--- src/usmc_pkg.sv ---
// package: register map, field positions and carrier types of the serial modem-control block
package usmc_pkg;
  // register indices; one aligned 32-bit word each, byte address is four times the index
  localparam int         MODEM_LINE_CONTROL_IDX = 4;
  localparam int         LINE_FORMAT_IDX        = 3;
  localparam logic [7:0] MODEM_LINE_CONTROL_OFS = 8'h10;
  localparam logic [7:0] LINE_FORMAT_OFS        = 8'h0c;
  localparam logic [7:0] EVENT_STATUS_OFS       = 8'h14;
  localparam logic [7:0] EVENT_MASK_OFS         = 8'h18;
  localparam logic [7:0] MODEM_STATUS_OFS       = 8'h1c;
  localparam logic [7:0] TX_DATA_OFS            = 8'h00;
  localparam logic [7:0] RX_DATA_OFS            = 8'h20;
  localparam logic [7:0] BAUD_DIV_OFS           = 8'h24;

  localparam int TERMINAL_READY_BIT = 0;
  localparam int REQUEST_SEND_BIT   = 1;
  localparam int USER_OUTPUT_BIT    = 2;
  localparam int IRQ_GATE_BIT       = 3;
  localparam int LOOPBACK_BIT       = 4;
  localparam int STOP_LEN_BIT       = 2;

  localparam logic [7:0]  MODEM_CTL_RESET   = 8'h00;
  localparam logic [7:0]  MODEM_CTL_WMASK   = 8'h1f;
  localparam logic [7:0]  LINE_FORMAT_RESET = 8'h03;
  localparam logic [15:0] BAUD_DIV_RESET    = 16'h0010;

  // event bits: tx done, rx done, rx framing error, handshake change
  localparam int EV_TX_DONE = 0;
  localparam int EV_RX_DONE = 1;
  localparam int EV_FRAME   = 2;
  localparam int EV_MODEM   = 3;
  localparam int EV_W       = 4;

  typedef struct packed {
    logic carrierDetect;
    logic ring;
    logic setReady;
    logic clearSend;
  } usmc_hs_t;

  typedef struct packed {
    logic [1:0] charLengthSel;
    logic       stopLong;
  } usmc_fmt_t;
endpackage

--- src/usmc_uart_modem.sv ---
// file: APB serial port top with modem control, loopback and event interrupt
//
// Register access over APB was chosen for this implementation.
`timescale 1ns/1ps
// Contract
// - stop bit 0 sends one stop; 1 sends 1.5 for 5-bit, else 2.
// - length code 00..11 picks 5..8 data bits, framing excluded.
// - receiver samples only the first stop bit.
// - loopback holds serial output at mark.
// - loopback disconnects the receive pin.
// - loopback feeds transmit shifter into receive shifter.
// - loopback disconnects the four handshake input pins.
// - loopback maps terminal-ready, request, user1, gate onto set-ready, clear, ring, carrier.
// - loopback forces handshake output pins high.
// - receive and transmit events keep working in loopback.
// - loopback handshake events come from control bits, still masked.
// - gate bit 3 enables the interrupt pin; 0 floats it.
// - user output one bit drives no pin; readable and writable, and in loopback drives ring.
// - bit 0 set drives terminal-ready pin low, clear drives it high.
// - bit 1 drives request-send pin the same inverted way.
module usmc_uart_modem
  import usmc_pkg::*;
#(
  parameter int DIV_W = 16
)
(
  input  wire logic        core_clk,
  input  wire logic        rst,
  input  wire logic        psel,
  input  wire logic        penable,
  input  wire logic        pwrite,
  input  wire logic [7:0]  paddr,
  input  wire logic [31:0] pwdata,
  output logic [31:0]      prdata,
  output logic             pready,
  output logic             pslverr,
  output logic             serialOut,
  input  wire logic        serialIn,
  output logic             terminal_ready_out_n,
  output logic             request_send_out_n,
  input  wire logic        clear_send_in_n,
  input  wire logic        set_ready_in_n,
  input  wire logic        ring_in_n,
  input  wire logic        carrier_detect_in_n,
  output logic             irqOut,
  output logic             irqOutEn
);
  initial
  begin
    if (DIV_W < 4 || DIV_W > 16)
      $error("DIV_W must be 4..16");
  end

  logic [7:0]       modem_line_control_reg;
  logic [2:0]       lineFormat_reg;
  logic [15:0]      baudDiv_reg;
  logic [EV_W-1:0]  evStatus_reg;
  logic [EV_W-1:0]  evMask_reg;
  logic [7:0]       txHold_reg;
  logic             txPend_reg;
  logic [DIV_W-1:0] divCnt_reg;
  logic             bitTick;

  logic loopback;
  assign loopback = modem_line_control_reg[LOOPBACK_BIT];

  // pin synchronisers: first stage feeds only the second
  logic [4:0] pinMeta_reg;
  logic [4:0] pinSync_reg;
  always_ff @(posedge core_clk)
  begin
    if (rst)
    begin
      pinMeta_reg <= 5'h1f;
      pinSync_reg <= 5'h1f;
    end
    else
    begin
      pinMeta_reg <= {serialIn, carrier_detect_in_n, ring_in_n, set_ready_in_n, clear_send_in_n};
      pinSync_reg <= pinMeta_reg;
    end
  end

  // handshake seen by internal logic, active high
  usmc_hs_t hsPin;
  usmc_hs_t hsLoop;
  usmc_hs_t hsNow;
  assign hsPin  = '{carrierDetect: !pinSync_reg[3], ring: !pinSync_reg[2],
                    setReady: !pinSync_reg[1], clearSend: !pinSync_reg[0]};
  assign hsLoop = '{carrierDetect: modem_line_control_reg[IRQ_GATE_BIT],
                    ring:          modem_line_control_reg[USER_OUTPUT_BIT],
                    setReady:      modem_line_control_reg[TERMINAL_READY_BIT],
                    clearSend:     modem_line_control_reg[REQUEST_SEND_BIT]};
  assign hsNow  = loopback ? hsLoop : hsPin;

  // engine wiring
  logic       txBusy;
  logic       txDone;
  logic       txLine;
  logic       rxLine;
  logic       rxDone;
  logic       rxFrameErr;
  logic [7:0] rxData;
  logic       txStart;
  assign txStart = txPend_reg && !txBusy;
  assign rxLine  = loopback ? txLine : pinSync_reg[4];

  usmc_serial_engine u_engine (
    .core_clk   (core_clk),
    .rst        (rst),
    .bitTick    (bitTick),
    .fmt        ('{charLengthSel: lineFormat_reg[1:0], stopLong: lineFormat_reg[STOP_LEN_BIT]}),
    .txStart    (txStart),
    .txData     (txHold_reg),
    .txBusy     (txBusy),
    .txDone     (txDone),
    .txLine     (txLine),
    .rxLine     (rxLine),
    .rxDone     (rxDone),
    .rxFrameErr (rxFrameErr),
    .rxData     (rxData)
  );

  // bit-tick divider: one pulse every baudDiv+1 core clocks, 16 per bit
  always_ff @(posedge core_clk)
  begin
    if (rst || divCnt_reg == '0)
      divCnt_reg <= baudDiv_reg[DIV_W-1:0];
    else
      divCnt_reg <= divCnt_reg - 1'b1;
  end
  assign bitTick = !rst && divCnt_reg == '0;

  // pins are registered so they never glitch on decode changes
  always_ff @(posedge core_clk)
  begin
    if (rst)
    begin
      serialOut            <= 1'b1;
      terminal_ready_out_n <= 1'b1;
      request_send_out_n   <= 1'b1;
    end
    else
    begin
      serialOut            <= loopback ? 1'b1 : txLine;
      terminal_ready_out_n <= loopback ? 1'b1 : !modem_line_control_reg[TERMINAL_READY_BIT];
      request_send_out_n   <= loopback ? 1'b1 : !modem_line_control_reg[REQUEST_SEND_BIT];
    end
  end
  // user output one has no pin; it lives in the register and reaches logic only as the loopback ring input

  // APB: zero wait states
  logic apbWrite;
  logic apbRead;
  logic hitMcr;
  logic hitFmt;
  logic hitStat;
  logic hitMask;
  logic hitMsr;
  logic hitTx;
  logic hitRx;
  logic hitDiv;
  logic mapped;
  assign apbWrite = psel && penable && pwrite;
  assign apbRead  = psel && penable && !pwrite;
  assign hitMcr   = paddr == MODEM_LINE_CONTROL_OFS;
  assign hitFmt   = paddr == LINE_FORMAT_OFS;
  assign hitStat  = paddr == EVENT_STATUS_OFS;
  assign hitMask  = paddr == EVENT_MASK_OFS;
  assign hitMsr   = paddr == MODEM_STATUS_OFS;
  assign hitTx    = paddr == TX_DATA_OFS;
  assign hitRx    = paddr == RX_DATA_OFS;
  assign hitDiv   = paddr == BAUD_DIV_OFS;
  assign mapped   = hitMcr | hitFmt | hitStat | hitMask | hitMsr | hitTx | hitRx | hitDiv;
  assign pready   = 1'b1;
  assign pslverr  = psel && penable && !mapped;

  always_comb
  begin
    prdata = 32'h0;
    if (hitMcr)
      prdata[7:0] = modem_line_control_reg & MODEM_CTL_WMASK;
    else if (hitFmt)
      prdata[2:0] = lineFormat_reg;
    else if (hitStat)
      prdata[EV_W-1:0] = evStatus_reg;
    else if (hitMask)
      prdata[EV_W-1:0] = evMask_reg;
    else if (hitMsr)
      prdata[4:0] = {txBusy | txPend_reg, hsNow};
    else if (hitRx)
      prdata[7:0] = rxData;
    else if (hitDiv)
      prdata[15:0] = baudDiv_reg;
  end

  always_ff @(posedge core_clk)
  begin
    if (rst)
    begin
      modem_line_control_reg <= MODEM_CTL_RESET;
      lineFormat_reg         <= LINE_FORMAT_RESET[2:0];
      baudDiv_reg            <= BAUD_DIV_RESET;
      evMask_reg             <= '0;
      txHold_reg             <= 8'h00;
    end
    else if (apbWrite)
    begin
      if (hitMcr)
        modem_line_control_reg <= pwdata[7:0] & MODEM_CTL_WMASK;
      if (hitFmt)
        lineFormat_reg <= pwdata[2:0];
      if (hitDiv)
        baudDiv_reg <= pwdata[15:0];
      if (hitMask)
        evMask_reg <= pwdata[EV_W-1:0];
      if (hitTx && !txPend_reg)
        txHold_reg <= pwdata[7:0];
    end
  end

  // one pending byte; a write while pending is dropped, except in the txStart cycle, where it makes the held byte go out again
  always_ff @(posedge core_clk)
  begin
    if (rst)
      txPend_reg <= 1'b0;
    else if (apbWrite && hitTx)
      txPend_reg <= 1'b1;
    else if (txStart)
      txPend_reg <= 1'b0;
  end

  // events: sticky, cleared by status read, new event wins
  usmc_hs_t        hsPrev_reg;
  logic [EV_W-1:0] evSet;
  assign evSet = {hsNow != hsPrev_reg, rxDone && rxFrameErr, rxDone, txDone};
  always_ff @(posedge core_clk)
  begin
    if (rst)
    begin
      hsPrev_reg   <= '0;
      evStatus_reg <= '0;
    end
    else
    begin
      hsPrev_reg   <= hsNow;
      evStatus_reg <= evSet | ((apbRead && hitStat) ? '0 : evStatus_reg);
    end
  end

  // level interrupt, driven only while the gate bit is set
  always_ff @(posedge core_clk)
  begin
    if (rst)
    begin
      irqOut   <= 1'b0;
      irqOutEn <= 1'b0;
    end
    else
    begin
      irqOut   <= |(evStatus_reg & evMask_reg);
      irqOutEn <= modem_line_control_reg[IRQ_GATE_BIT];
    end
  end
endmodule // usmc_uart_modem

--- src/usmc_serial_engine.sv ---
// file: bit-serial transmitter and receiver, one character at a time
`timescale 1ns/1ps
module usmc_serial_engine
  import usmc_pkg::*;
(
  input  wire logic          core_clk,
  input  wire logic          rst,
  input  wire logic          bitTick,
  input  wire usmc_pkg::usmc_fmt_t fmt,
  input  wire logic          txStart,
  input  wire logic [7:0]    txData,
  output logic               txBusy,
  output logic               txDone,
  output logic               txLine,
  input  wire logic          rxLine,
  output logic               rxDone,
  output logic               rxFrameErr,
  output logic [7:0]         rxData
);
  // ticks are oversampled 16x; one bit lasts 16 ticks
  logic [3:0] dataBits;
  assign dataBits = 4'd5 + {2'b00, fmt.charLengthSel};

  // stop length in half bits: 2, or 3 for 5-bit chars, or 4 otherwise
  logic [2:0] stopHalves;
  assign stopHalves = !fmt.stopLong ? 3'd2 : (fmt.charLengthSel == 2'b00 ? 3'd3 : 3'd4);

  logic [8:0] txSh_reg;
  logic [3:0] txCnt_reg;
  logic [3:0] txTick_reg;
  logic [2:0] txHalf_reg;
  logic       txStop_reg;
  // stop bits are driven as mark directly; short characters leave data bits in the shifter
  assign txLine = (txBusy && !txStop_reg) ? txSh_reg[0] : 1'b1;
  always_ff @(posedge core_clk)
  begin
    txDone <= 1'b0;
    if (rst)
    begin
      txBusy <= 1'b0;
      txSh_reg <= 9'h1ff;
      txCnt_reg <= 4'h0;
      txTick_reg <= 4'h0;
      txHalf_reg <= 3'h0;
      txStop_reg <= 1'b0;
    end
    else if (!txBusy)
    begin
      if (txStart)
      begin
        txBusy <= 1'b1;
        txSh_reg <= {txData, 1'b0};
        txCnt_reg <= dataBits + 4'd1;
        txTick_reg <= 4'h0;
        txStop_reg <= 1'b0;
      end
    end
    else if (bitTick)
    begin
      txTick_reg <= txTick_reg + 4'd1;
      if (txStop_reg)
      begin
        if (txTick_reg[2:0] == 3'h7)
        begin
          txHalf_reg <= txHalf_reg + 3'd1;
          if (txHalf_reg + 3'd1 == stopHalves)
          begin
            txBusy <= 1'b0;
            txDone <= 1'b1;
          end
        end
      end
      else if (txTick_reg == 4'hf)
      begin
        txSh_reg <= {1'b1, txSh_reg[8:1]};
        txCnt_reg <= txCnt_reg - 4'd1;
        if (txCnt_reg == 4'd1)
        begin
          txStop_reg <= 1'b1;
          txHalf_reg <= 3'h0;
        end
      end
    end
  end

  logic       rxBusy_reg;
  logic [3:0] rxTick_reg;
  logic [3:0] rxCnt_reg;
  logic [7:0] rxSh_reg;
  always_ff @(posedge core_clk)
  begin
    rxDone <= 1'b0;
    if (rst)
    begin
      rxBusy_reg <= 1'b0;
      rxTick_reg <= 4'h0;
      rxCnt_reg <= 4'h0;
      rxSh_reg <= 8'h00;
      rxData <= 8'h00;
      rxFrameErr <= 1'b0;
    end
    else if (!rxBusy_reg)
    begin
      if (bitTick && !rxLine)
      begin
        rxBusy_reg <= 1'b1;
        rxTick_reg <= 4'h0;
        rxCnt_reg <= 4'h0;
      end
    end
    else if (bitTick)
    begin
      rxTick_reg <= rxTick_reg + 4'd1;
      if (rxTick_reg == 4'h7)
      begin
        rxCnt_reg <= rxCnt_reg + 4'd1;
        if (rxCnt_reg == 4'd0 && rxLine)
          rxBusy_reg <= 1'b0;
        else if (rxCnt_reg != 4'd0 && rxCnt_reg <= dataBits)
          rxSh_reg <= {rxLine, rxSh_reg[7:1]};
        else if (rxCnt_reg > dataBits)
        begin
          // only the first stop bit is sampled; hunt for next start at once
          rxBusy_reg <= 1'b0;
          rxDone <= 1'b1;
          rxFrameErr <= !rxLine;
          rxData <= rxSh_reg >> (4'd8 - dataBits);
        end
      end
    end
  end
endmodule // usmc_serial_engine

--- config.mk ---
export PLATFORM = sky130hd
export DESIGN_NAME = usmc_uart_modem
export DESIGN_NICKNAME = d
export VERILOG_FILES = /design/src/usmc_pkg.sv /design/src/usmc_uart_modem.sv /design/src/usmc_serial_engine.sv
export SDC_FILE = /design/constraint.sdc
export NUM_CORES = 1
export LEC_CHECK = 0
export ABC_AREA = 1
export BUFFER_PORTS_ARGS = -buffer_cell sky130_fd_sc_hd__buf_2
export CAP_MARGIN = 0
export CORE_MARGIN = 5
export CORE_UTILIZATION = 50
export CTS_BUF_LIST = sky130_fd_sc_hd__clkbuf_4
export DETAILED_ROUTE_END_ITERATION = 16
export PLACE_DENSITY = 0.71
export SETUP_SLACK_MARGIN = 0.05
export SYNTH_ARGS = -nofsm -noshare
export SYNTH_HDL_FRONTEND = slang
export SYNTH_SLANG_ARGS = --single-unit
--- constraint.sdc ---
create_clock -name core_clk -period 3.79 [get_ports core_clk]
set_clock_uncertainty 0.2 [all_clocks]
set_input_delay 0.5685 -clock core_clk [delete_from_list [all_inputs] [get_ports core_clk]]
set_output_delay 0.5685 -clock core_clk [all_outputs]
set_load 0.01 [all_outputs]
==> results of run 1 <==
==> logic make-up after synthesis <==
family,after synthesis
xor+xnor,24
mux,1
fa+ha+maj,17
simple gates,405
other cells,2
flops,126
compound gates,159
buf+inv,130
==> cell usage after synthesis <==
library cell,n,area [µm²]
dfxtp_1,126,2520
nor2_4,5,56.3
nor3b_2,1,12.5
nand3_2,1,10.0
nor4_1,2,12.5
a21boi_4,1,18.8
buf_6,2,22.5
nor3_2,1,10.0
o211ai_1,4,30.0
ha_1,17,213
o21ai_0,85,425
buf_2,5,25.0
nor2_1,108,405
nor2_2,3,18.8
clkinv_1,3,11.3
o21a_1,1,7.51
nand3b_1,2,15.0
o21ai_1,2,10.0
a21oi_1,57,285
nand3_1,60,300
nor3_1,3,15.0
a41oi_1,1,8.76
a31oi_1,1,6.26
clkbuf_1,18,67.6
nand2_1,189,709
or2_2,13,81.3
nand4_1,10,62.6
buf_4,17,128
o21bai_1,4,30.0
mux2i_1,1,10.0
xnor2_1,10,87.6
o22ai_1,3,18.8
conb_1,2,7.51
or2_1,1,6.26
xor2_1,14,123
nand2_2,5,31.3
inv_1,83,312
nand3_4,1,17.5
inv_2,2,7.51
==> what timing repair did <==
item | CTS | global route
endpoints found under the hold margin | 5 | 0
resized for setup | 0 | 0
hold buffers | 5 | 0
==> metal layers <==
layer / up-vias / GRT usage / routed length [µm] / share of wire
met3: 23 / 0.0430 / 609 / 0.043
li1: 2868 / - / - / -
met4: 0 / 0.0807 / 269 / 0.019
met5: - / 0 / 0 / 0
met1: 2438 / 0.264 / 6770 / 0.48
met2: 121 / 0.319 / 6550 / 0.46
==> where the power goes <==
part,switching (mW),internal (mW),leakage [nW],total [mW]
clock,0.517,0.451,0.137,0.967
combinational,0.293,0.185,1.77,0.477
sequential,0.0631,1.40,1.02,1.46
total,0.872,2.03,2.93,2.90
==> worst reg2reg max path: cells and delay by family, from the launching register on <==
kind	cells	cell delay [ns]
simple gates	5	0.74
fa+ha+maj	2	0.55
buf+inv	2	0.32
flops	1	0.35
compound gates	1	0.24
==> cell type report <==
class | count | area [µm²] | area share
Clock buffer | 17 | 128 | 0.0187
Multi-Input combinational cell | 623 | 3100 | 0.455
Timing Repair Buffer | 67 | 378 | 0.0554
Clock inverter | 15 | 173 | 0.0253
Inverter | 88 | 330 | 0.0485
Tap cell | 147 | 184 | 0.0270
Sequential cell | 126 | 2520 | 0.370
==> metrics by stage <==
step                cells  utilization  instance area, µm²  setup WS [ns]  power, mW
global placement     1046        0.538                6470          0.910       1.96
global route         1083        0.568                6820          0.650       3.07
CTS                  1083        0.568                6820          0.873       2.93
floorplan             879            -                6200           1.36       1.87
finish               1083        0.568                6820          0.880       2.90
detailed placement   1046        0.538                6470          0.877       1.96
==> path summary, 6_finish.rpt <==
check	from	end	slack [ns]
worst max-delay path	paddr[1]	prdata[2]	0.88
worst min-delay path	pwdata[15]	baudDiv_reg[15]	0.11
worst max register to register	lineFormat_reg[0]	u_engine.rxSh_reg[1]	1.30
worst min register to register	pinMeta_reg[3]	pinSync_reg[3]	0.21
==> impl_metrics.json, run 1 <==
{
  "cts_buffers": 17,
  "num_vias": 5450,
  "min_path_type": "in2reg",
  "postCtsSetupBuffers": 0,
  "grt.total_usage": 0.200,
  "synth_fa_ha_area_frac": 0.0346,
  "crit_buf_inv": 3,
  "hold_path_depth": 3,
  "ys_seq_elements": 126,
  "synth_compound_area_frac": 0.137,
  "fin_crit_ns": 2.91,
  "final_net_count": 990,
  "fp.dieH_um": 121,
  "leakagePower_nw": 2.93,
  "synth_xor_area_frac": 0.0342,
  "cpPeakStageDelay_ns": 0.46,
  "clock.fmax_ghz": 0.344,
  "synth_top_family_by_area": "simple AND/OR/NAND/NOR gates",
  "coreArea_um2": 12000,
  "dieArea_um2": 14600,
  "num_antenna_cells": 0,
  "initial_core_util": 0.511,
  "cp.depth": 10,
  "wirelength_um": 14200,
  "cts_root_buffer": "clkbuf_4",
  "h-tree-depth": 4,
  "route.detailed.drc": 0,
  "layout_common_cells": "nand2_1 (189), dfxtp_1 (126), nor2_1 (108)",
  "crit_family": "simple AND/OR/NAND/NOR gates",
  "grt_pass1_vias": 4900,
  "synth_cell_types": 39,
  "io_buffer_count": 55,
  "seq_area_frac_synth": 0.411,
  "dp_hpwl_um": 10300,
  "finalCritPeriodShare": 0.768,
  "setup-tns-final_ns": 0,
  "wl_per_cell_um": 13.1,
  "antenna_found_initial": 0,
  "yosysWarnings": 0,
  "whs_ns": 0.109,
  "crit_required_ns": 3.02,
  "numClockSinks": 126,
  "drive_above_1_share": 0.134,
  "grt_remaining_overflow": 0,
  "worstSetupEndpointType": "primary output",
  "critPathSlowestCell": "nor3_1",
  "crit_type": "in2out",
  "grt_pass1_wl_um": 23200,
  "setup-violations-final": 0,
  "start_kind": "primary input",
  "maxCapViolCount": 0,
  "rsz0062_at_grt": "false",
  "postSynthAreaPerCell_um2": 7.11,
  "cp_max_fo": 5,
  "slew_headroom": 0.505,
  "ir_worst_vdd_v": 0.000250,
  "synth_cells": 864,
  "clkTransAtPathRegs_ns": 0.11,
  "synth_mux_area_frac": 0.00163,
  "core.rowCount": 40,
  "ant_nets": 0,
  "cts_tree": "yes",
  "vias_per_cell": 5.03,
  "grt_max_degree": 69,
  "drtPass1Iterations": 7,
  "io_pins": 89,
  "finalHoldViolCount": 0,
  "synthToLayoutAreaGrowth_pct": 11.0,
  "die_w_um": 121,
  "clock_path_buffers": 2,
  "synthSimpleGateAreaFrac": 0.287,
  "nFillCells": 1155,
  "syn_area_um2": 6140,
  "arrival_ns": 2.14,
  "drv_slew": 0,
  "worstSkewPairLatency_ns": 0.55,
  "drt_first_iter_violations": 413,
  "status": "complete, no violations",
  "final_common_cell": "nand2_1",
  "path_cells": "buf_2 > nor2_1 > nand2_1 > nor3_1 > buf_4 > nand2_1 > o21ai_0 > a21oi_1 > nand4_1 > buf_2",
  "power.density_nw_per_um2": 426,
  "tightest_slew_ns": 0.740,
  "routabilityCongestion": 0.940,
  "worstRegToRegCells": 10
}
No activity file was read; power rests on OpenSTA's default activity.
==> run 2, diff against run 1 <==
--- a/config.mk
+++ b/config.mk
@@ -12,7 +12,7 @@
 export CORE_UTILIZATION = 50
 export CTS_BUF_LIST = sky130_fd_sc_hd__clkbuf_4
 export DETAILED_ROUTE_END_ITERATION = 16
-export PLACE_DENSITY = 0.71
+export PLACE_DENSITY = 0.74
 export SETUP_SLACK_MARGIN = 0.05
 export SYNTH_ARGS = -nofsm -noshare
 export SYNTH_HDL_FRONTEND = slang
==> constraint.sdc (replaced) <==
create_clock -name core_clk -period 2.33 [get_ports core_clk]
set_clock_uncertainty 0.2 [all_clocks]
set_input_delay 0.3495 -clock core_clk [delete_from_list [all_inputs] [get_ports core_clk]]
set_output_delay 0.3495 -clock core_clk [all_outputs]
set_load 0.01 [all_outputs]
==> run 2 against run 1 <==
Sequential power grew 62%. Combinational power grew 74%. Via count grew 4.6%. First-iteration DRC count shrank 11%. Cell area grew 8.5%. Critical path depth shrank 2. Power grew 65%. Die area is the same. Hold slack lost 0.062 ns. Flip-flop and latch count is the same. Worst setup slack lost 0.76 ns. Critical path type is now reg2out. Critical endpoint is now prdata[0].
==> impl_metrics.json, run 2 (synthesis gave the netlist of run 1 again) <==
{
  "slew_headroom": 0.613,
  "io_buffer_count": 55,
  "start_kind": "flip-flop",
  "core.rowCount": 40,
  "cp_max_fo": 6,
  "ir_worst_vdd_v": 0.000540,
  "leakagePower_nw": 3.23,
  "grt_pass1_wl_um": 24300,
  "cts_tree": "yes",
  "cts_buffers": 17,
  "min_path_type": "in2reg",
  "h-tree-depth": 4,
  "clock.fmax_ghz": 0.453,
  "power.density_nw_per_um2": 647,
  "antenna_found_initial": 0,
  "route.detailed.drc": 0,
  "p_clk_frac": 0.331,
  "ant_nets": 0,
  "cts_root_buffer": "clkbuf_4",
  "cpPeakStageDelay_ns": 0.40,
  "crit_family": "flip-flops",
  "critPathLaunch": "modem_line_control_reg[4]",
  "finalCritPeriodShare": 0.948,
  "vias_per_cell": 5.04,
  "pwr-share-seq": 0.496,
  "status": "complete, no violations",
  "crit_required_ns": 1.78,
  "num_vias": 5700,
  "io_pins": 89,
  "final_cell_area_um2": 7400,
  "final_net_count": 1037,
  "setup-violations-final": 0,
  "wirelength_um": 15100,
  "r2r_start": "lineFormat_reg[1]",
  "top_usage_layer": "met2",
  "whs_ns": 0.0469,
  "path_cells": "buf_6 > o21ai_2 > buf_6 > nand2_4 > nand3_2 > nor2_1 > nand4_1 > buf_2",
  "die_w_um": 121,
  "placed_cell_area_um2": 6630,
  "p_sw_frac": 0.297,
  "clkTransAtPathRegs_ns": 0.12,
  "drive_above_1_share": 0.197,
  "grtUsageMet1": 0.267,
  "grt_pass1_vias": 5201,
  "p_int_mw": 3.36,
  "num_antenna_cells": 0,
  "p_comb_frac": 0.173,
  "drv_slew": 0,
  "arrival_ns": 1.66,
  "dp_hpwl_um": 10700,
  "crit_type": "reg2out",
  "drtPass1Iterations": 7,
  "grtUsageMet3": 0.0458,
  "grt_remaining_overflow": 0,
  "dieArea_um2": 14600,
  "numClockSinks": 126,
  "place_ws_ns": 0.0509,
  "tightest_slew_ns": 0.581,
  "maxCapViolCount": 0,
  "synthToLayoutAreaGrowth_pct": 20.5,
  "drt_first_iter_violations": 368,
  "crit_path_frequent_cell": "buf_6",
  "power.switching_mw": 1.42,
  "worstSetupEndpointType": "primary output",
  "fp.dieH_um": 121,
  "finalHoldViolCount": 0,
  "use_met2": 0.345,
  "fin_crit_ns": 2.21,
  "layout_common_cells": "nand2_1 (182), dfxtp_1 (123), nor2_1 (103)",
  "setup-tns-final_ns": 0,
  "rsz0062_at_grt": "true",
  "wl_per_cell_um": 13.4,
  "crit_buf_inv": 3,
  "coreArea_um2": 12000,
  "worstSkewPairLatency_ns": 0.54,
  "hold_start": "rst",
  "initial_core_util": 0.511,
  "grt_max_degree": 61,
  "clock_path_buffers": 2,
  "final_util": 0.616,
  "final_common_cell": "nand2_1",
  "fin_ws_ns": 0.121,
  "routabilityCongestion": 0.963,
  "critPathSlowestCell": "dfxtp_4",
  "grt.total_usage": 0.208
}
-- run 2: cell count changes in the layout (fill, tap and decap cells not counted), moves of 7 or more --
cell,before,now
buf_4,7,33
dlygate4sd3_1,5,22
nand2_1,189,182
o21ai_0,85,72
o21ai_1,2,11
-- run 2: per-stage QoR --
stage                     power [mW]  std cells
after floorplan                 3.05        879
after global placement          3.19       1067
after detailed placement        3.21       1067
after CTS                       4.81       1124
after global routing            5.04       1130
final                           4.78       1130
-- run 2: power by group through the flow --
stage	Combinational (mW)	Sequential [mW]	Clock [mW]
3_5_place_dp	0.788	2.42	0
2_1_floorplan	0.648	2.40	0
5_1_grt	0.940	2.39	1.71
6_report	0.830	2.37	1.58
3_3_place_gp	0.768	2.42	0
4_1_cts	0.821	2.37	1.61
-- run 2: what timing repair did --
action,in CTS,in global routing
pin swaps,6,13
endpoints found under the setup margin,11,25
hold buffers,22,0
endpoints found under the hold margin,40,0
buffers inserted,2,6
cloned,1,0
gates resized for setup,9,53
-- run 2: path summary, 6_finish.rpt --
| check | endpoint | cells past startpoint | slack, ns |
|---|---|---|---|
| min | txPend_reg | 3 | 0.05 |
| min reg2reg | pinSync_reg[2] | 1 | 0.22 |
| max | prdata[0] | 8 | 0.12 |
| max reg2reg | u_engine.rxSh_reg[1] | 11 | 0.19 |
-- run 2: final cells by class --
| cell class | instances | area (µm²) |
|---|---|---|
| multi-input combinational | 624 | 3270 |
| clock inverter | 14 | 170 |
| clock buffer | 18 | 135 |
| timing repair buffer | 113 | 777 |
| sequential | 126 | 2530 |
| inverter | 88 | 330 |
| tap | 147 | 184 |
| fill | 1097 | 4610 |
-- run 2: per-layer routing --
metal  wire length [µm]  vias to the layer above  share of wire
met2               7340                      132           0.49
met1               6890                     2587           0.46
met3                692                       16          0.046
li1                   -                     2965              -
met4                172                        0          0.011
met5                  0                        -              0
-- run 2: tightest hold or removal path, cell delays in order --
cell and delay, ns:
buf_2 0.12, buf_4 0.22, a21oi_1 0.06
